<file path="src/rtl/aros_pkg.sv">
// Constants of the auxiliary clock output block.
`default_nettype none
package aros_pkg;
   // Bus widths of the AXI4-Lite register port.
   localparam int AROS_ADDR_W = 4;
   localparam int AROS_DATA_W = 32;
   // Register byte offsets.
   localparam logic [AROS_ADDR_W-1:0] AROS_OFS_CTRL          = 4'h0;
   localparam logic [AROS_ADDR_W-1:0] AROS_OFS_STATUS        = 4'h4;
   localparam logic [AROS_ADDR_W-1:0] AROS_OFS_SYSREF_PERIOD = 4'h8;
   localparam logic [AROS_ADDR_W-1:0] AROS_OFS_SYSREF_COUNT  = 4'hC;
   // Control register fields and reset value.
   localparam int AROS_CTRL_OVR_BIT    = 0;
   localparam int AROS_CTRL_FIRST_LSB  = 1;
   localparam int AROS_CTRL_SECOND_LSB = 3;
   localparam int AROS_CTRL_ORNG_BIT   = 5;
   localparam int AROS_CTRL_SEL_LSB    = 8;
   localparam logic [AROS_DATA_W-1:0] AROS_CTRL_RESET = 32'h0000_0000;
   // Status register fields.
   localparam int AROS_STAT_STRAP_LSB  = 0;
   localparam int AROS_STAT_PD_BIT     = 2;
   localparam int AROS_STAT_REFSE_BIT  = 3;
   localparam int AROS_STAT_FIRST_LSB  = 4;
   localparam int AROS_STAT_SECOND_LSB = 6;
   localparam int AROS_STAT_PERIOD_BIT = 8;
   localparam int AROS_STAT_SEEN_BIT   = 9;
   // Function codes of straps and mode fields.
   localparam logic [1:0] AROS_MODE_OFF  = 2'h0;
   localparam logic [1:0] AROS_MODE_REF  = 2'h1;
   localparam logic [1:0] AROS_MODE_DIV2 = 2'h2;
   localparam logic [1:0] AROS_MODE_DIV4 = 2'h3;
   // SYSREF sampling taps and measurement widths.
   localparam int AROS_SYSREF_TAPS = 16;
   localparam int AROS_SEL_W       = 4;
   localparam int AROS_PERIOD_W    = 16;
   localparam logic [AROS_PERIOD_W-1:0] AROS_PERIOD_MAX = 16'hFFFF;
   // Number of synchronised pins and the part variant.
   localparam int   AROS_PIN_W        = 8;
   localparam logic AROS_QUAD_CHANNEL = 1'b1;
   // AXI response codes.
   localparam logic [1:0] AROS_RESP_OKAY   = 2'b00;
   localparam logic [1:0] AROS_RESP_SLVERR = 2'b10;
endpackage : aros_pkg
`default_nettype wire

</file>
<file path="src/rtl/aros_clkdiv.sv">
// Glitch-free reference divider for one auxiliary output.
`timescale 1ns/1ps
`default_nettype none
module aros_clkdiv (
   // Clock and reset.
   input  wire logic       clk_sys,
   input  wire logic       srst,
   // Sampled reference level and its rising-edge enable.
   input  wire logic       ref_lvl,
   input  wire logic       ref_rise,
   // Requested and active function.
   input  wire logic [1:0] mode_req,
   output logic      [1:0] mode_act_q,
   output logic            clk_div_q
);
   import aros_pkg::*;

   logic [1:0] cnt_q;
   logic       safe;

   // All divided phases are low here, so a switch cannot cut a pulse short.
   assign safe = !ref_lvl && (cnt_q == 2'h0);

   // Counter advances on each reference rising edge; bit 0 is /2 and bit 1 is /4.
   always_ff @(posedge clk_sys)
   begin
      if (srst)
         cnt_q <= 2'h0;
      else if (ref_rise)
         cnt_q <= cnt_q + 2'h1;
   end

   // A new function is taken only at a safe point; a stopped-high reference holds it off.
   always_ff @(posedge clk_sys)
   begin
      if (srst)
         mode_act_q <= AROS_MODE_OFF;
      else if (mode_req != mode_act_q && safe)
         mode_act_q <= mode_req;
   end

   // Output phase selected by the active function.
   always_ff @(posedge clk_sys)
   begin
      if (srst)
         clk_div_q <= 1'b0;
      else
      begin
         unique case (mode_act_q)
            AROS_MODE_OFF:  clk_div_q <= 1'b0;
            AROS_MODE_REF:  clk_div_q <= ref_lvl;
            AROS_MODE_DIV2: clk_div_q <= cnt_q[0];
            AROS_MODE_DIV4: clk_div_q <= cnt_q[1];
         endcase
      end
   end

   switch_safe_a: assert property (@(posedge clk_sys) disable iff (srst)
      !$stable(mode_act_q) |-> $past(safe))
      else $error("Function switched mid-phase.");

   off_low_a: assert property (@(posedge clk_sys) disable iff (srst)
      mode_act_q == AROS_MODE_OFF |=> !clk_div_q)
      else $error("Output high while off.");
endmodule : aros_clkdiv
`default_nettype wire

</file>
<file path="src/rtl/aros_sync.sv">
// Two-flop synchroniser for a group of asynchronous pins.
`timescale 1ns/1ps
`default_nettype none
module aros_sync #(
   parameter int W = 1
) (
   // Clock and reset.
   input  wire logic         clk_sys,
   input  wire logic         srst,
   // Asynchronous pins and their synchronised copy.
   input  wire logic [W-1:0] async_in,
   output logic      [W-1:0] sync_out
);
   logic [W-1:0] meta_q;

   // Only the second stage reads the first, containing metastability.
   always_ff @(posedge clk_sys)
   begin
      if (srst)
      begin
         meta_q   <= '0;
         sync_out <= '0;
      end
      else
      begin
         meta_q   <= async_in;
         sync_out <= meta_q;
      end
   end
endmodule : aros_sync
`default_nettype wire

</file>
<file path="src/rtl/aros_top.sv">
// Auxiliary clock outputs, their selection, and SYSREF capture.
//
// How it works
// - Strap-selected clocks run from power-up unprogrammed.
// - Power-down pin high forces both outputs off.
// - First output straps: off, ref, /2, /4.
// - Second output straps: nonzero gives undivided reference.
// - Override bit makes register mode fields win.
// - Clock beats over-range; over-range only on quad.
// - Second clock only while first mode nonzero.
// - SYSREF captured on the device clock edge.
// - Selectable SYSREF sampling instant replaces setup/hold.
// - SYSREF accepted as single pulse or periodic.
// - Reference pin chosen by the single-ended select.
`timescale 1ns/1ps
`default_nettype none
module aros_top (
   // Clock and reset.
   input  wire logic                          clk_sys,
   input  wire logic                          srst,
   // Reference clock inputs and select pin.
   input  wire logic                          diff_clk_in,
   input  wire logic                          single_ended_clk_in,
   input  wire logic                          ref_single_ended_select,
   // Straps, power-down and channel C over-range flag.
   input  wire logic [1:0]                    clk_config_straps,
   input  wire logic                          power_down_pin,
   input  wire logic                          overrange_flag,
   // SYSREF input and captured-edge pulse.
   input  wire logic                          sysref_in,
   output logic                               sysref_capture,
   // Auxiliary CMOS outputs.
   output logic                               aux_out_first,
   output logic                               aux_out_second,
   // AXI4-Lite write address and data channels.
   input  wire logic [aros_pkg::AROS_ADDR_W-1:0] s_axi_awaddr,
   input  wire logic                          s_axi_awvalid,
   output logic                               s_axi_awready,
   input  wire logic [aros_pkg::AROS_DATA_W-1:0] s_axi_wdata,
   input  wire logic [3:0]                    s_axi_wstrb,
   input  wire logic                          s_axi_wvalid,
   output logic                               s_axi_wready,
   // AXI4-Lite write response channel.
   output logic      [1:0]                    s_axi_bresp,
   output logic                               s_axi_bvalid,
   input  wire logic                          s_axi_bready,
   // AXI4-Lite read channels.
   input  wire logic [aros_pkg::AROS_ADDR_W-1:0] s_axi_araddr,
   input  wire logic                          s_axi_arvalid,
   output logic                               s_axi_arready,
   output logic      [aros_pkg::AROS_DATA_W-1:0] s_axi_rdata,
   output logic      [1:0]                    s_axi_rresp,
   output logic                               s_axi_rvalid,
   input  wire logic                          s_axi_rready
);
   import aros_pkg::*;

   // Register field under override, else the strap code.
   function automatic logic [1:0] mode_select(input logic ovr, input logic [1:0] strap_code,
                                              input logic [1:0] reg_code);
      mode_select = ovr ? reg_code : strap_code;
   endfunction : mode_select

   logic [AROS_PIN_W-1:0]    pins_s;
   logic                     diff_s, se_s, ref_sel_s, pd_s, orng_s, sysref_s;
   logic [1:0]               straps_s;
   logic                     ref_lvl, ref_prev_q, ref_rise;
   logic [AROS_DATA_W-1:0]   ctrl_q;
   logic                     ctrl_ovr, ctrl_orng;
   logic [1:0]               ctrl_first, ctrl_second;
   logic [AROS_SEL_W-1:0]    ctrl_sel;
   logic [1:0]               first_req, second_strap, second_cand, second_req;
   logic [1:0]               first_act, second_act;
   logic                     first_clk, second_clk;
   logic                     orng_allowed;
   logic [AROS_SYSREF_TAPS-1:0] sr_dly_q;
   logic                     sr_sample, sr_cap_q, sr_evt;
   logic [AROS_PERIOD_W-1:0] per_cnt_q, per_now, period_q, sysref_count_q;
   logic                     periodic_q, seen_q;
   logic [AROS_ADDR_W-1:0]   awaddr_q;
   logic [AROS_DATA_W-1:0]   wdata_q;
   logic [3:0]               wstrb_q;
   logic                     aw_hold_q, w_hold_q, wr_fire;

   // Every pin is asynchronous to clk_sys, so all pass two flops first.
   aros_sync #(.W(AROS_PIN_W)) u_sync (
      .clk_sys  (clk_sys),
      .srst     (srst),
      .async_in ({sysref_in, overrange_flag, power_down_pin, clk_config_straps,
                  ref_single_ended_select, single_ended_clk_in, diff_clk_in}),
      .sync_out (pins_s)
   );

   // Named views of the synchronised pins.
   assign diff_s    = pins_s[0];
   assign se_s      = pins_s[1];
   assign ref_sel_s = pins_s[2];
   assign straps_s  = pins_s[4:3];
   assign pd_s      = pins_s[5];
   assign orng_s    = pins_s[6];
   assign sysref_s  = pins_s[7];

   // Reference source follows the select pin.
   assign ref_lvl  = ref_sel_s ? se_s : diff_s;
   assign ref_rise = ref_lvl && !ref_prev_q;

   // Previous reference level, for edge detection.
   always_ff @(posedge clk_sys)
   begin
      if (srst)
         ref_prev_q <= 1'b0;
      else
         ref_prev_q <= ref_lvl;
   end

   // Control register fields.
   assign ctrl_ovr    = ctrl_q[AROS_CTRL_OVR_BIT];
   assign ctrl_first  = ctrl_q[AROS_CTRL_FIRST_LSB +: 2];
   assign ctrl_second = ctrl_q[AROS_CTRL_SECOND_LSB +: 2];
   assign ctrl_orng   = ctrl_q[AROS_CTRL_ORNG_BIT];
   assign ctrl_sel    = ctrl_q[AROS_CTRL_SEL_LSB +: AROS_SEL_W];

   // Straps work with no programming since the control register resets to zero.
   assign first_req    = pd_s ? AROS_MODE_OFF
                              : mode_select(ctrl_ovr, straps_s, ctrl_first);
   assign second_strap = (straps_s != 2'h0) ? AROS_MODE_REF : AROS_MODE_OFF;
   assign second_cand  = mode_select(ctrl_ovr, second_strap, ctrl_second);
   // The second output may carry a clock only behind an enabled first one.
   assign second_req   = (first_req == AROS_MODE_OFF || pd_s) ? AROS_MODE_OFF
                                                              : second_cand;

   // One divider per output.
   aros_clkdiv u_div_first (
      .clk_sys    (clk_sys),
      .srst       (srst),
      .ref_lvl    (ref_lvl),
      .ref_rise   (ref_rise),
      .mode_req   (first_req),
      .mode_act_q (first_act),
      .clk_div_q  (first_clk)
   );

   aros_clkdiv u_div_second (
      .clk_sys    (clk_sys),
      .srst       (srst),
      .ref_lvl    (ref_lvl),
      .ref_rise   (ref_rise),
      .mode_req   (second_req),
      .mode_act_q (second_act),
      .clk_div_q  (second_clk)
   );

   // Over-range exists only on the quad variant.
   assign orng_allowed = ctrl_orng && AROS_QUAD_CHANNEL;

   // Power-down cuts the pins at once, not at a safe point.
   always_ff @(posedge clk_sys)
   begin
      if (srst || pd_s)
      begin
         aux_out_first  <= 1'b0;
         aux_out_second <= 1'b0;
      end
      else
      begin
         aux_out_first  <= (first_act != AROS_MODE_OFF) ? first_clk
                                                        : (orng_allowed && orng_s);
         aux_out_second <= (second_act != AROS_MODE_OFF) ? second_clk
                                                         : (orng_allowed && orng_s);
      end
   end

   // SYSREF delay line; each tap is one sampling instant to choose from.
   always_ff @(posedge clk_sys)
   begin
      if (srst)
         sr_dly_q <= '0;
      else
         sr_dly_q <= {sr_dly_q[AROS_SYSREF_TAPS-2:0], sysref_s};
   end

   assign sr_sample = sr_dly_q[ctrl_sel];
   assign sr_evt    = ref_rise && sr_sample && !sr_cap_q;
   assign per_now   = (per_cnt_q == AROS_PERIOD_MAX) ? per_cnt_q : per_cnt_q + 16'h0001;

   // SYSREF is sampled only at device clock rising edges, so latency repeats.
   always_ff @(posedge clk_sys)
   begin
      if (srst)
      begin
         sr_cap_q       <= 1'b0;
         sysref_capture <= 1'b0;
      end
      else
      begin
         sysref_capture <= sr_evt;
         if (ref_rise)
            sr_cap_q <= sr_sample;
      end
   end

   // Period measurement tells single from periodic SYSREF.
   always_ff @(posedge clk_sys)
   begin
      if (srst)
      begin
         per_cnt_q      <= '0;
         period_q       <= '0;
         periodic_q     <= 1'b0;
         seen_q         <= 1'b0;
         sysref_count_q <= '0;
      end
      else if (ref_rise)
      begin
         if (sr_evt)
         begin
            per_cnt_q      <= '0;
            period_q       <= per_now;
            periodic_q     <= seen_q && (per_now == period_q);
            seen_q         <= 1'b1;
            sysref_count_q <= sysref_count_q + 16'h0001;
         end
         else
         begin
            per_cnt_q <= per_now;
            if (per_now == AROS_PERIOD_MAX)
               periodic_q <= 1'b0;
         end
      end
   end

   // Write address and data are held apart, then joined.
   assign wr_fire = aw_hold_q && w_hold_q && !s_axi_bvalid;

   always_ff @(posedge clk_sys)
   begin
      if (srst)
      begin
         aw_hold_q     <= 1'b0;
         s_axi_awready <= 1'b0;
         awaddr_q      <= '0;
      end
      else if (s_axi_awvalid && s_axi_awready)
      begin
         aw_hold_q     <= 1'b1;
         s_axi_awready <= 1'b0;
         awaddr_q      <= s_axi_awaddr;
      end
      else if (wr_fire || !aw_hold_q)
      begin
         aw_hold_q     <= 1'b0;
         s_axi_awready <= 1'b1;
      end
   end

   always_ff @(posedge clk_sys)
   begin
      if (srst)
      begin
         w_hold_q     <= 1'b0;
         s_axi_wready <= 1'b0;
         wdata_q      <= '0;
         wstrb_q      <= 4'h0;
      end
      else if (s_axi_wvalid && s_axi_wready)
      begin
         w_hold_q     <= 1'b1;
         s_axi_wready <= 1'b0;
         wdata_q      <= s_axi_wdata;
         wstrb_q      <= s_axi_wstrb;
      end
      else if (wr_fire || !w_hold_q)
      begin
         w_hold_q     <= 1'b0;
         s_axi_wready <= 1'b1;
      end
   end

   // Register update and write response; only the control word is writable.
   always_ff @(posedge clk_sys)
   begin
      if (srst)
      begin
         ctrl_q       <= AROS_CTRL_RESET;
         s_axi_bvalid <= 1'b0;
         s_axi_bresp  <= AROS_RESP_OKAY;
      end
      else if (wr_fire)
      begin
         s_axi_bvalid <= 1'b1;
         if (awaddr_q == AROS_OFS_CTRL)
         begin
            s_axi_bresp <= AROS_RESP_OKAY;
            for (int i = 0; i < 4; i++)
               if (wstrb_q[i])
                  ctrl_q[8*i +: 8] <= wdata_q[8*i +: 8];
         end
         else if (awaddr_q == AROS_OFS_STATUS || awaddr_q == AROS_OFS_SYSREF_PERIOD ||
                  awaddr_q == AROS_OFS_SYSREF_COUNT)
            s_axi_bresp <= AROS_RESP_OKAY;
         else
            s_axi_bresp <= AROS_RESP_SLVERR;
      end
      else if (s_axi_bready)
         s_axi_bvalid <= 1'b0;
   end

   // Read channel; status shows pins and running functions.
   always_ff @(posedge clk_sys)
   begin
      if (srst)
      begin
         s_axi_arready <= 1'b0;
         s_axi_rvalid  <= 1'b0;
         s_axi_rdata   <= '0;
         s_axi_rresp   <= AROS_RESP_OKAY;
      end
      else if (s_axi_arvalid && s_axi_arready)
      begin
         s_axi_arready <= 1'b0;
         s_axi_rvalid  <= 1'b1;
         s_axi_rresp   <= AROS_RESP_OKAY;
         s_axi_rdata   <= '0;
         unique case (s_axi_araddr)
            AROS_OFS_CTRL:          s_axi_rdata <= ctrl_q;
            AROS_OFS_STATUS:
            begin
               s_axi_rdata[AROS_STAT_STRAP_LSB +: 2]  <= straps_s;
               s_axi_rdata[AROS_STAT_PD_BIT]          <= pd_s;
               s_axi_rdata[AROS_STAT_REFSE_BIT]       <= ref_sel_s;
               s_axi_rdata[AROS_STAT_FIRST_LSB +: 2]  <= first_act;
               s_axi_rdata[AROS_STAT_SECOND_LSB +: 2] <= second_act;
               s_axi_rdata[AROS_STAT_PERIOD_BIT]      <= periodic_q;
               s_axi_rdata[AROS_STAT_SEEN_BIT]        <= seen_q;
            end
            AROS_OFS_SYSREF_PERIOD: s_axi_rdata[AROS_PERIOD_W-1:0] <= period_q;
            AROS_OFS_SYSREF_COUNT:  s_axi_rdata[AROS_PERIOD_W-1:0] <= sysref_count_q;
            default:                s_axi_rresp <= AROS_RESP_SLVERR;
         endcase
      end
      else if (s_axi_rvalid && s_axi_rready)
      begin
         s_axi_rvalid  <= 1'b0;
         s_axi_arready <= 1'b1;
      end
      else if (!s_axi_rvalid)
         s_axi_arready <= 1'b1;
   end

   pd_off_a: assert property (@(posedge clk_sys) disable iff (srst)
      pd_s |=> !aux_out_first && !aux_out_second)
      else $error("Auxiliary output active during power-down.");

   strap_first_a: assert property (@(posedge clk_sys) disable iff (srst)
      !ctrl_ovr && !pd_s |-> first_req == straps_s)
      else $error("First request ignores straps.");

   strap_second_a: assert property (@(posedge clk_sys) disable iff (srst)
      !ctrl_ovr && !pd_s && straps_s != 2'h0 |-> second_req == AROS_MODE_REF)
      else $error("Second strap not the reference.");

   override_a: assert property (@(posedge clk_sys) disable iff (srst)
      ctrl_ovr && !pd_s |-> first_req == ctrl_first &&
         (ctrl_first == AROS_MODE_OFF || second_req == ctrl_second))
      else $error("Override fields not applied.");

   orng_path_a: assert property (@(posedge clk_sys) disable iff (srst)
      !pd_s && first_act == AROS_MODE_OFF && !orng_allowed |=> !aux_out_first)
      else $error("First output driven while unused.");

   second_gate_a: assert property (@(posedge clk_sys) disable iff (srst)
      first_req == AROS_MODE_OFF |-> second_req == AROS_MODE_OFF)
      else $error("Second clock requested without the first.");

   sysref_edge_a: assert property (@(posedge clk_sys) disable iff (srst)
      !$stable(sr_cap_q) |-> $past(ref_rise))
      else $error("SYSREF captured off a clock edge.");

   ref_select_a: assert property (@(posedge clk_sys) disable iff (srst)
      ref_sel_s |-> ref_lvl == se_s)
      else $error("Single-ended reference not selected.");

   bresp_hold_a: assert property (@(posedge clk_sys) disable iff (srst)
      s_axi_bvalid && !s_axi_bready |=> s_axi_bvalid && $stable(s_axi_bresp))
      else $error("Write response dropped early.");
endmodule : aros_top
`default_nettype wire

</file>
<file path="config.mk">
export PLATFORM = sky130hd
export DESIGN_NAME = aros_top
export DESIGN_NICKNAME = d
export VERILOG_FILES = /design/src/rtl/aros_pkg.sv /design/src/rtl/aros_clkdiv.sv /design/src/rtl/aros_sync.sv /design/src/rtl/aros_top.sv
export SDC_FILE = /design/constraint.sdc
export NUM_CORES = 1
export LEC_CHECK = 0
export ABC_AREA = 1
export BUFFER_PORTS_ARGS = -buffer_cell sky130_fd_sc_hd__buf_2
export CORE_ASPECT_RATIO = 0.7
export CORE_MARGIN = 2
export CORE_UTILIZATION = 60
export DETAILED_ROUTE_END_ITERATION = 6
export HOLD_SLACK_MARGIN = 0.02
export PLACE_DENSITY = 0.82
export SLEW_MARGIN = 20
export SYNTH_ARGS = -nofsm -noshare
export SYNTH_HDL_FRONTEND = slang
export SYNTH_SLANG_ARGS = --single-unit
</file>
<file path="constraint.sdc">
create_clock -name clk_sys -period 5.4 [get_ports clk_sys]
set_input_delay 1.08 -clock clk_sys [delete_from_list [all_inputs] [get_ports clk_sys]]
set_output_delay 1.08 -clock clk_sys [all_outputs]
set_load 0.03 [all_outputs]
</file>
**Word level (Yosys, flattened, before mapping)**

Index checks and enable logic that the tools add are counted.

- Flip-flop bits (word level): 212
- ROM bits: 0
- Bits in writable memories: 0
- Output and inout port bits: 44
- Memories kept: 0
- Input bits: 59
- Latch bits: 0

- Add/sub/neg operators: 4
- Shift operators: 0
- Multiplexer cells: 32
- Magnitude comparators: 1
- Equality and inequality tests: 18
- Bitwise operators: 0
- Reductions and logical operators: 52
- Div/mod/pow operators: 0
- Multipliers: 0

Operators with widths:

| kind | count |
|---|---|
| 16-bit 2-to-1 mux | 3 |
| 10-bit case mux with 4 select lines | 1 |
| 16-bit by 1-bit adder with 16-bit output, second input constant | 2 |
| 16-bit == test, second input constant | 2 |
| 6-bit case mux with 3 select lines | 1 |
| 1-bit 2-to-1 mux | 17 |
| 16-bit == test | 1 |
| 4-bit == test, second input constant | 4 |
| 2-bit nonzero test | 8 |
| 1-bit logical AND | 15 |
| 2-bit 2-to-1 mux | 7 |
| 3-bit AND reduction | 4 |
| 2-bit logical NOT | 5 |
| 2-bit == test, second input constant | 4 |
| 4-bit by 3-bit == test with 1-bit output, second input constant | 2 |
| 4-bit logical NOT | 2 |
| 1-bit case mux with 4 select lines | 2 |
| 1-bit logical NOT | 6 |
| 1-bit logical OR | 6 |
| 2-bit OR reduction | 3 |
| 4-bit by 5-bit less-than comparator with 1-bit output, second input constant | 1 |
| 2-bit by 1-bit adder with 2-bit output, second input constant | 2 |
| 1-bit binary-select mux with 4-bit select | 1 |
| 2-bit by 1-bit == test with 1-bit output, second input constant | 2 |
| other kinds (4) | 6 |

**Depth between registers and ports, before layout**

Gate-level depths: netlist of run 1.

- Depth after elaboration: 7
- Depth in mapped cells: 16
- Depth with buffers taken out: 15

**Hierarchy**

A second synthesis of run 1 with hierarchy kept.

- Cells, all modules: 1235
- Area, all modules: 8898.5 sq um

By module, submodules not included:

| module | area an instance (sq um) | cells an instance | times used |
|---|---|---|---|
| aros_top | 7963.9 | 1117 | 1 |
| aros_sync | 474.2 | 50 | 1 |
| aros_clkdiv | 230.2 | 34 | 2 |

**Worst setup path before layout of run 1**

Ideal clock, no wire load.

- Path type: input to register
- Start: input s_axi_araddr[1] in the netlist's numbering
- End: register s_axi_rdata[9] in the netlist's numbering
- Path slack: 3.158 ns
- Data arrival time: 2.171 ns
- Buffers on the path: 1
- Required time: 5.330 ns
- Stages: 8
- Cell sequence: nor2_1 > inv_1 > nor3_4 > buf_2 > nand2_1 > o2111ai_1 > nand2_1 > a21oi_1

- Word-level cells in the longest chain between the ends: 2
- Elaborated cells between the ends (all ways): 5

RTL lines:

| element | RTL line | source |
|---|---|---|
| from (decl) | aros_top.sv:48 | `input wire logic [aros_pkg::AROS_ADDR_W-1:0] s_axi_araddr,` |
| 4-bit == test (tied with other cells) | aros_top.sv:324 | `unique case (s_axi_araddr)` |
| 10-bit case mux with 4 select lines * | aros_top.sv:324 |  |
| to (signal assigned) | aros_top.sv:325 | `AROS_OFS_CTRL: s_axi_rdata <= ctrl_q;` |
| to (signal, indexed assignment) | aros_top.sv:328 | `s_axi_rdata[AROS_STAT_STRAP_LSB +: 2] <= straps_s;` |
| to (signal, indexed assignment) | aros_top.sv:329 | `s_axi_rdata[AROS_STAT_PD_BIT] <= pd_s;` |
| to (decl) | aros_top.sv:51 | `output logic [aros_pkg::AROS_DATA_W-1:0] s_axi_rdata,` |

Mark *: on every way between the ends. The rest lies on a longest branch, timed or not.
A chain may end at the register's enable or synchronous reset.

**Worst setup path after layout of run 1**

- Start: register u_sync.sync_out[2]
- End: register sysref_count_q[11]

- Word-level cells in the longest chain between the ends: 5

RTL lines:

| element | RTL line | source |
|---|---|---|
| from (decl) | aros_sync.sv:12 | `output logic [W-1:0] sync_out` |
| from (signal assigned) | aros_sync.sv:27 | `sync_out <= meta_q;` |
| 1-bit 2-to-1 mux * | aros_top.sv:104 | `assign ref_lvl = ref_sel_s ? se_s : diff_s;` |
| 1-bit logical AND * | aros_top.sv:105 | `assign ref_rise = ref_lvl && !ref_prev_q;` |
| 1-bit logical AND (2 in series) | aros_top.sv:183 | `assign sr_evt = ref_rise && sr_sample && !sr_cap_q;` |
| 2-bit AND reduction (no line) * | -- |  |
| to (signal assigned) | aros_top.sv:221 | `sysref_count_q <= sysref_count_q + 16'h0001;` |
| to (decl) | aros_top.sv:78 | `logic [AROS_PERIOD_W-1:0] per_cnt_q, per_now, period_q, sysref_count_q;` |

Marked as above.

==> summary.md, run 1 <==
| Metric | Value |
|---|---|
| Reg2Reg Launch Point | u_sync.sync_out[2] |
| Vias in the first global route | 7005 |
| Clock period minus worst slack | 2.95 ns |
| Warnings from Yosys | 0 |
| Final core area utilization | 70.3% |
| First drt pass iteration count | 6 |
| Initial Util | between 60% and 70% |
| Crit Path Class | register to register |
| Initial antenna violation count | 2 |
| Worst skew pair latency | about 0.50 ns |
| Startpoint Class | register |
| Routed len/inst | 14.9 um |
| Crit path cell chain | mux2_2 -> inv_2 -> nor2_2 -> nand3_4 -> clkinv_2 -> nand2_2 -> nor2_4 -> nand3_1 -> nand2_1 -> nor2_1 |
| Asr flop ratio synth | 0% |
| Core box area | 0.0140 mm^2 |
| Critical path required time | 5.79 ns |
| Clock skew | slightly above 0.008 ns |
| Die area | 0.0155 mm^2 |
| Hold depth | 2 |
| Final setup TNS | 0 ns |
| Post-synth top area cell | dfxtp_1 |
| Die Wd | about 150 um |
| Tightest Pin Transition | between 0.9 and 1 ns |
| Post-synth top cells | dfxtp_1 (210), nand2_1 (198), nor2_1 (168) |
| Post-synth EDFFs | 0 |
| Share of cells above drive strength 1 | 13.0% |
| H-Tree Depth | 1 |
| Unique masters post-synth | 43 |
| Most common cell in the netlist | dfxtp_1 |
| Global-route wire length before repair | 34800 um |
| Slew HR | 36.4% |
| Mapped Cells | 1182 |
| Unrepaired setup endpoints after global routing | no |
| Hold-fix buffers at CTS | 0 |
| Setup bufs post-CTS | 0 |
| Largest net degree at the start of global routing | 110 |
| Post-DP HPWL | 14900 um |
| Type of the worst min-delay path | register to register |
| Largest cells by area after synthesis | dfxtp_1 (48%), nand2_1 (8.6%), o21ai_0 (7.9%) |
| Seq cells post-synth | 210 |
| Synthesized area | ~0.0087 mm^2 |
| Detailed-route DRC error count | 0 |
| Element type at the critical path end | register |
| Worst R2R Path Depth | 10 |
| Final setup viols | 0 |
| Final hold violation count | 0 |
| All-Layer GR Usage | 27.5% |
| Crit-path slowest cell | nor2_2 |
| Vias per cell | 5.53 |
| Period utilization | between 50% and 60% |
| Synth top area share | between 40 and 50% |
| Clk buf depth | 3 |
| CTS tree | built |
| FF/Latch Area | approximately 0.0042 mm^2 |
| Pins Over Slew Limit | 0 |
| Crit path largest cell delay | 0.67 ns |
| CTS resizes | 0 |
| Io pins | 103 |
| Final WL | 21800 um |
| Worst setup path endpoint | sysref_count_q[11] |
| # nets final | 1317 |
| Fillers | 1145 |
| Max Clk Rate | 0.339 GHz |
| Crit. Startpoint | u_sync.sync_out[2] |
| Status | completed |
| Top FF cell, synth | dfxtp_1 |
| Routability cong. | 0.991 |
| Num CTS Buffers | 20 |
| Total number of vias | about 8100 |
| Total gr overflow | 0 |
| R2R setup slack | 2.45 ns |
| Clock Tree Root | clkbuf_16 |
| TritonCTS sink count | 210 |
| Antenna Nets Post-Route | 0 |
| Clock transition at path regs | 0.06 ns |
| Peak VDD IR | 0.000214 V |
| Mean Syn Cell Area | 7.34 um^2 |
| Std-Cell Rows | 36 |
| Critical path peak fanout | 55 |
| Register area share after synthesis | 48.4% |
| WP data arrival | 3.33 ns |
| PD cells | about 320 mW/mm^2 |
| Max-cap viol count | 0 |
| Die span in y | 105 um |
| Area Overhead vs Synth | 13.4% |
| Iter 0 DRT Violations | approximately 700 |
| Reg-to-reg critical path endpoint | sysref_count_q[11] |
| Area of the multi-input gates | around 0.0037 mm^2 |
| Port Buffers | 100 |
| Leak | 3.93 nW |
-- report_power, final --
| group | switching [W] | internal [W] | total, W |
|---|---|---|---|
| Clock | 0.000584 | 0.000753 | 0.00134 |
| Combinational | 0.000147 | 0.0000711 | 0.000218 |
| Sequential | 0.0000307 | 0.00160 | 0.00163 |
| Total | 0.000762 | 0.00242 | 0.00318 |
-- how the worst min path moves through the flow --
stage,startpoint,to,slack [ns]
CTS,u_sync.meta_q[4],u_sync.sync_out[4],0.40
global placement,u_sync.meta_q[7],u_sync.sync_out[7],0.39
global route,u_sync.meta_q[7],u_sync.sync_out[7],0.43
floorplan,u_sync.sync_out[7],sr_dly_q[0],0.39
detailed placement,u_sync.meta_q[6],u_sync.sync_out[6],0.39
finish,u_sync.meta_q[4],u_sync.sync_out[4],0.40
-- per-layer routing --
metal / up-vias / GRT usage, % / share of wire, %
li1: 3996 / - / -
met1: 3657 / 41.5 / 46
met2: 368 / 39.9 / 42
met3: 40 / 5.41 / 9.3
met4: 0 / 7.14 / 2.4
met5: - / 0 / 0
-- registers in the layout, indices dropped and copies added, names as in the netlist, 8 cells and up --
name and cells:
ctrl_q 32, s_axi_rdata 32, wdata_q 32, per_cnt_q 16, period_q 16, sr_dly_q 16
sysref_count_q 16, u_sync.meta_q 8, u_sync.sync_out 8
-- cell type report --
type	count	area share, %
diodes	2	0.0508
clock buffers	29	5.93
clock inverters	5	0.394
multi-input cells	786	38.1
repair buffers	104	5.39
well taps	190	2.41
inverters	132	5.04
flip-flops and latches	210	42.7
-- metrics by stage --
| stage | cell area [um^2] | hold WS, ns | instances | power (W) | setup WS (ns) |
|---|---|---|---|---|---|
| global route | 9850 | 0.425 | 1458 | 0.00329 | 2.23 |
| floorplan | 8680 | 0.388 | 1183 | 0.00180 | 3.16 |
| CTS | 9840 | 0.405 | 1456 | 0.00319 | 2.46 |
| detailed placement | 9220 | 0.394 | 1422 | 0.00187 | 2.28 |
| global placement | 9220 | 0.390 | 1422 | 0.00187 | 2.41 |
| finish | 9850 | 0.404 | 1458 | 0.00318 | 2.45 |
-- worst max-delay path, delay by kind of cell, from the launching register on --
kind	cells	cell delay, ns
DFF	1	0.32
muxes	1	0.24
buffers and inverters	2	0.48
and+or+nand+nor	7	1.78
-- logic make-up after synthesis --
kind of cell	after synthesis	share of synthesized area, %
flip-flops	210	48.4
adder cells (fa/ha/maj)	4	0.577
buffers and inverters	187	8.40
XOR/XNOR	13	1.31
multiplexers	1	0.130
other	1	0.0432
AND/OR/NAND/NOR	486	23.9
AO/OA/AOI/OAI	280	17.2
-- layout by cell type, fill, tap and decap left out, drive strengths merged, types with 3 or more instances in the layout --
master and n:
clkbuf 29, xor2 10, dfxtp 210, o21ai 141, nand2 207, nor4 5, o221ai 4, xnor2 3
inv 130, nor3 10, buf 104, ha 4, nand4 12, a21oi 109, clkinv 6, nand3 72
a211oi 7, o2111ai 7, nor2 177
No activity file was read; power rests on OpenSTA's default activity.
==> run 2: changes to the inputs <==
Settings changed: ABC_AREA 1 to 0, CORE_UTILIZATION 60 to 58, PLACE_DENSITY 0.82 to 0.79.
Clock period 5.4 ns to 2.8 ns, I/O delays scaled along.
==> run 2 against run 1 <==
Compared with the run above:
- combinational power is 41% higher
- clock power is 89% higher
- synthesized cell count is 14% lower
- routed wire length is 1.7% lower
- final area is 1.4% higher
- worst hold slack worse by 0.13 ns
- final cell count is 10% lower
- via count is 7.9% lower
- sequential share of layout area is 0.60 points lower
- critical endpoint is now periodic_q
==> summary.md, run 2 <==
| Metric | Value |
|---|---|
| Status | completed |
| FF/Latch Area | 0.00420 mm^2 (unchanged) |
| Initial Util | 59.3% (-2.6 points) |
| Element type at the critical path end | register |
| Final setup TNS | 0 ns (unchanged) |
| Port Buffers | 100 (unchanged) |
| Warnings from Yosys | 0 (unchanged) |
| Register area share after synthesis | 48.3% (-0.16 points) |
| Area of the multi-input gates | 0.00417 mm^2 (+11%) |
| Post-synth top cells | dfxtp_1 (210), nand2_1 (184), a21oi_1 (115) |
| Share of cells above drive strength 1 | 16.5% (+3.5 points) |
| First drt pass iteration count | 5 (-1) |
| All-Layer GR Usage | 27.1% (-0.31 points) |
| Routed len/inst | 16.4 um (+9.6%) |
| Routability cong. | 0.973 (-1.8%) |
| Critical path peak fanout | 8 (-85%) |
| Clock transition at path regs | 0.06 ns (about the same) |
| Slew HR | 29.4% (-6.9 points) |
| Total power | 0.00592 W (+86%) |
| Antenna Nets Post-Route | 0 (unchanged) |
| Mapped Cells | 1022 (-14%) |
| Post-DP HPWL | 15100 um (+1.5%) |
| Clock period minus worst slack | 2.64 ns (-0.306 ns) |
| Seq cells post-synth | 210 (unchanged) |
| Top FF cell, synth | dfxtp_1 |
| H-Tree Depth | 1 (unchanged) |
| Clock Tree Root | clkbuf_16 |
| Total number of vias | 7424 (-7.9%) |
| Vias in the first global route | 6929 (-1.1%) |
| Core box area | 0.0147 mm^2 (+4.8%) |
| Fillers | 1230 (+7.4%) |
| Post-synth top area cell | dfxtp_1 |
| Post-synth EDFFs | 0 (unchanged) |
| Iter 0 DRT Violations | 498 (-29%) |
| Synth top area share | 48.3% (-0.16 points) |
| Worst skew pair latency | 0.50 ns (about the same) |
| Asr flop ratio synth | 0% (unchanged) |
| Global-route wire length before repair | 35100 um (+0.81%) |
| Peak VDD IR | 0.000358 V (+67%) |
| Max-cap viol count | 0 (unchanged) |
| Crit Path Class | register to register |
| WP data arrival | 3.03 ns (-0.30 ns) |
| Final core area utilization | 68.1% (-2.2 points) |
| Largest regs | ctrl_q: 32 flops, s_axi_rdata: 32 flops, wdata_q: 32 flops |
| Period utilization | 94.3% (+40 points) |
| Mean Syn Cell Area | 8.52 um^2 (+16%) |
| Ant diodes | 0 (-2) |
| Largest cells by area after synthesis | dfxtp_1 (48%), nand2_1 (7.9%), a21oi_1 (6.6%) |
| Largest net degree at the start of global routing | 82 (-25%) |
| Clock skew | 0.0121 ns (+0.00404 ns) |
| Type of the worst min-delay path | input port to register |
| TritonCTS sink count | 210 (unchanged) |
| # nets final | 1164 (-12%) |
| Area Overhead vs Synth | 14.7% |
| Pins Over Slew Limit | 0 (unchanged) |
| Hold-fix buffers at CTS | 0 (unchanged) |
| Unrepaired setup endpoints after global routing | no |
| Std-Cell Rows | 37 (+2.8%) |
| Clk buf depth | 3 (unchanged) |
| R2R setup slack | 0.16 ns (-2.29 ns) |
| Initial antenna violation count | 0 (-2) |
| Detailed-route DRC error count | 0 (unchanged) |
| Leak | 3.75 nW (-4.5%) |
| PD cells | 593 mW/mm^2 (+84%) |
| Max Clk Rate | 0.379 GHz (+12%) |
| Commonest non-fill, non-tap cell in the layout | dfxtp_1 |
| Io pins | 103 (unchanged) |
| CTS tree | built |
| Die Wd | 150 um (+1.8%) |
| Startpoint Class | register |
| Critical path required time | 3.19 ns (-2.60 ns) |
| Die span in y | 107 um (+1.8%) |
| Vias per cell | 5.68 (+2.7%) |
| Highest-count cells in the layout ignoring fill and taps | dfxtp_1 (210), nand2_1 (184), a21oi_1 (114), buf_2 (99), nor2_1 (85) |
| Synthesized area | 0.00871 mm^2 (+0.33%) |
| Final hold violation count | 0 (unchanged) |
| Total gr overflow | 0 (unchanged) |
| Final setup viols | 0 (unchanged) |
| Unique masters post-synth | 64 (+49%) |
| Num CTS Buffers | 20 (unchanged) |
| Die area | 0.0160 mm^2 (+3.7%) |
| Most common cell in the netlist | dfxtp_1 |
| Final WL | 21400 um (-1.7%) |
| Tightest Pin Transition | 1.05 ns (+0.106 ns) |
[run 2: cell types whose count changed after synthesis, moves of 8 or more]
| cell | delta |
|---|---|
| nand2_2 | -8 |
| xnor2_1 | +11 |
| inv_1 | -114 |
| nor2b_1 | +34 |
| a22oi_1 | +17 |
| o21ai_0 | -97 |
| nand2_1 | -14 |
| a22o_1 | +16 |
| mux2i_1 | +21 |
| nor2_1 | -83 |
| nand3_1 | -13 |
| xor2_1 | +11 |
| nor3_1 | +9 |
[run 2: cells by family (layout without fill, tap and decap cells)]
| family | count (synthesis) | after routing | synth area share (%) |
|---|---|---|---|
| and+or+nand+nor | 444 | 444 | 24.5 |
| AOI/OAI and AO/OA | 217 | 217 | 14.7 |
| DFF | 210 | 210 | 48.3 |
| buffers and inverters | 80 | 170 | 4.17 |
| xor gates and xnor gates | 35 | 35 | 3.52 |
| muxes | 31 | 31 | 4.22 |
| adders and majority gates | 4 | 4 | 0.575 |
| other | 1 | 2 | 0.0431 |
[run 2: routing by layer]
layer  global-route usage [%]  routed length [um]
met1                     41.0               10500
met2                     40.0                9030
met3                     6.18                1630
met4                     4.58                 257
met5                        0                   0
[run 2: final cells by class]
type                    count  share of cell area [%]
multi-input cells         733                    41.8
repair buffers            126                    7.24
clock buffers              28                    5.61
well taps                 195                    2.44
flip-flops and latches    210                    42.1
clock inverters             6                   0.476
inverters                  10                   0.376
[run 2: final timing paths]
kind,cells past startpoint,startpoint,end
setup / recovery,9,per_cnt_q[1],periodic_q
setup reg to reg,9,per_cnt_q[1],periodic_q
hold reg to reg,1,u_sync.meta_q[4],u_sync.sync_out[4]
hold / removal,2,single_ended_clk_in,u_sync.meta_q[1]
[run 2: critical path, stage by stage, from the launching register on]
cell and delay (ns):
dfxtp_1 0.34, ha_1 0.18, and3_1 0.40, and2_4 0.25, nand4_4 0.12, xor2_1 0.20, or4b_1 0.51, a21oi_1 0.18
a2111oi_0 0.13, a31o_1 0.21
[run 2: repair_timing]
action                     4_1_cts  5_1_grt
setup endpoints to repair        0        1
gates resized for setup          0        1
buffers inserted                 0        0
[run 2: stage by stage]
step,setup slack (ns),std cells,hold WS [ns],cell area (um^2)
after floorplan,0.357,1023,0.414,8710
after global placement,0.298,1274,0.418,9370
after detailed placement,0.225,1274,0.424,9370
after CTS,0.205,1308,0.263,9980
after global routing,0.0175,1308,0.268,9990
final,0.159,1308,0.270,9990
[run 2: where the power goes]
group          leakage, nW  internal, W  total (W)  switching (W)
logic                 1.75     0.000108   0.000307       0.000199
registers             1.70      0.00304    0.00308      0.0000395
clock network        0.297      0.00141    0.00253        0.00113
total                 3.75      0.00455    0.00592        0.00137
==> run 3: changes to the inputs <==
Settings changed: RECOVER_POWER from default to 50.
==> run 3 against run 2 <==
Compared with the run above:
- the run now ends with max-capacitance violations, max-slew violations left
- die area unchanged
- global-route usage unchanged
- worst setup slack got worse by 0.0048 ns
- clock power about the same
- routed wire length increased by 0.36%
- register-to-register slack about the same
- non-clock buffer count unchanged
- clock skew increased by 0.0031 ns
- maximum frequency decreased by 0.18%
- core utilization decreased by 0.39 points
- total power about the same
- worst hold slack about the same
- critical endpoint unchanged
==> summary.md, run 3 (same netlist as run 2, synthesis figures left out) <==
| Metric | Value |
|---|---|
| Status | complete, but fails checks |
| Failing checks | max-capacitance violations, max-slew violations |
| Post-route insts no fill | 1308 (unchanged) |
| Share of cells above drive strength 1 | 13.7% (-2.9 points) |
| Clock power frac | 42.9% (about the same) |
| Unrepaired setup endpoints after global routing | no |
| TritonCTS sink count | 210 (unchanged) |
| Area of the multi-input gates | 0.00416 mm^2 (-0.27%) |
| First drt pass iteration count | 5 (unchanged) |
| CTS tree | built |
| Leak | 3.61 nW (-3.7%) |
| Element type at the critical path end | register |
| All-Layer GR Usage | 27.1% (unchanged) |
| Final hold violation count | 0 (unchanged) |
| Clock transition at path regs | 0.06 ns (about the same) |
| Sw Ratio | 23.1% (about the same) |
| Clock skew | 0.0152 ns (+0.00311 ns) |
| CTS resizes | 0 (unchanged) |
| Final WS setup | 0.154 ns (-0.00485 ns) |
| Hold-fix buffers at CTS | 0 (unchanged) |
| Area Overhead vs Synth | 14.0% |
| Ant diodes | 0 (unchanged) |
| Startpoint Class | register |
| CP Depth | 9 (unchanged) |
| Comb pwr share | 5.1% (about the same) |
| Crit-path slowest cell | or4b_1 |
| Final setup viols | 0 (unchanged) |
| Total power | 0.00592 W (about the same) |
| Kind of cell adding the most delay to the critical path | simple AND/OR/NAND/NOR gates |
| PD cells | 596 mW/mm^2 (+0.56%) |
| Routability cong. | 0.973 (unchanged) |
| Antenna Nets Post-Route | 0 (unchanged) |
| Core box area | 0.0147 mm^2 (unchanged) |
| Post-DP HPWL | 15100 um (unchanged) |
| Global-route wire length before repair | 35100 um (unchanged) |
| Routing usage on met3 | 6.18% (unchanged) |
| Port Buffers | 100 (unchanged) |
| Total number of vias | 7448 (+0.32%) |
| WP data arrival | 3.03 ns (about the same) |
| Clock period minus worst slack | 2.65 ns (+0.00485 ns) |
| Vias in the first global route | 6929 (unchanged) |
| Max Clk Rate | 0.378 GHz (-0.18%) |
| Gr busiest metal | met1 |
| Clock Tree Root | clkbuf_16 |
| Vias per cell | 5.69 (+0.32%) |
| Commonest non-fill, non-tap cell in the layout | dfxtp_1 |
| Pre-CTS setup slack | 0.225 ns (unchanged) |
| Iter 0 DRT Violations | 502 (+0.80%) |
| Hold depth | 2 (unchanged) |
| Crit Path Class | register to register |
| Pins Over Slew Limit | 142 (+142) |
| Die Wd | 150 um (unchanged) |
| # nets final | 1164 (unchanged) |
| Num CTS Buffers | 20 (unchanged) |
| Sequential share of power | 52.0% (about the same) |
| Tightest Pin Transition | 2.05 ns (+1.00 ns) |
| Type of the worst min-delay path | input port to register |
| H-Tree Depth | 1 (unchanged) |
| Initial Util | 59.3% (unchanged) |
| Fillers | 1248 (+1.5%) |
| Worst R2R Path Depth | 9 (unchanged) |
| Critical path peak fanout | 8 (unchanged) |
| Initial antenna violation count | 0 (unchanged) |
| Std-Cell Rows | 37 (unchanged) |
| Final WL | 21500 um (+0.36%) |
| Slew HR | -36.9% (-66 points) |
| Total gr overflow | 0 (unchanged) |
| Internal Power | 0.00455 W (about the same) |
| Largest regs | ctrl_q: 32 flops, s_axi_rdata: 32 flops, wdata_q: 32 flops |
| Largest net degree at the start of global routing | 82 (unchanged) |
| Detailed-route DRC error count | 0 (unchanged) |
| Worst skew pair latency | 0.50 ns (about the same) |
| Max-cap viol count | 3 (+3) |
| Routed len/inst | 16.4 um (+0.36%) |
| Crit path buffers/inverters | 0 (unchanged) |
| Final setup TNS | 0 ns (unchanged) |
| Crit path cell chain | ha_1 -> and3_1 -> and2_4 -> nand4_4 -> xor2_1 -> or4b_1 -> a21oi_1 -> a2111oi_0 -> a31o_1 |
| Met2 Usage GRT | 40.0% (unchanged) |
| Die area | 0.0160 mm^2 (unchanged) |
| Setup bufs post-CTS | 0 (unchanged) |
| Dpl cells | 1274 (unchanged) |
| Peak VDD IR | 0.000355 V (-0.82%) |
| FF/Latch Area | 0.00420 mm^2 (unchanged) |
| Psw | 0.00137 W (about the same) |
| Met1 Usage GRT | 41.0% (unchanged) |
| Critical path required time | 3.19 ns (about the same) |
| Die span in y | 107 um (unchanged) |
| Io pins | 103 (unchanged) |
| Highest-count cells in the layout ignoring fill and taps | dfxtp_1 (210), nand2_1 (184), a21oi_1 (115), nor2_1 (85), buf_2 (70) |
| Crit path largest cell delay | 0.51 ns (about the same) |
| Period utilization | 94.5% (+0.17 points) |
| Clk buf depth | 3 (unchanged) |
==> run 3: layer usage <==
layer / wire, um / vias to the layer above
li1: - / 3681
met4: 293 / 0
met5: 0 / -
met2: 8980 / 258
met1: 10500 / 3483
met3: 1770 / 26
==> run 3: worst register-to-register path, stage by stage, from the launching register on <==
cell and delay, ns:
dfxtp_1 0.34, ha_1 0.18, and3_1 0.40, and2_4 0.25
nand4_4 0.13, xor2_1 0.21, or4b_1 0.52, a21oi_1 0.18
a2111oi_0 0.13, a31o_1 0.21
==> run 3: power groups by stage <==
stage               Combinational [W]  Sequential [W]  Clock (W)
floorplan                    0.000190         0.00314          0
global placement             0.000298         0.00314          0
CTS                          0.000305         0.00308    0.00257
global route                 0.000336         0.00309    0.00271
finish                       0.000303         0.00308    0.00254
detailed placement           0.000303         0.00315          0
==> run 3: area by class of cell <==
cell class | count | share of cell area, %
sequential | 210 | 42.3
multi-input combinational | 733 | 41.9
tap | 195 | 2.46
inverter | 10 | 0.378
timing repair buffer | 126 | 6.82
clock buffer | 28 | 5.64
clock inverter | 6 | 0.479
==> run 3: worst paths after layout <==
check | start | to | slack, ns
worst max-delay path | per_cnt_q[1] | periodic_q | 0.15
worst min-delay path | single_ended_clk_in | u_sync.meta_q[1] | 0.27
worst max register to register | per_cnt_q[1] | periodic_q | 0.15
worst min register to register | u_sync.meta_q[4] | u_sync.sync_out[4] | 0.43
==> run 3: through the flow <==
stage	util (%)	cell area [um^2]	hold slack [ns]
final	67.7	9930	0.270
after global routing	67.7	9930	0.268
after CTS	68.0	9980	0.263
after detailed placement	63.9	9370	0.424
after global placement	63.9	9370	0.418
after floorplan	-	8710	0.414
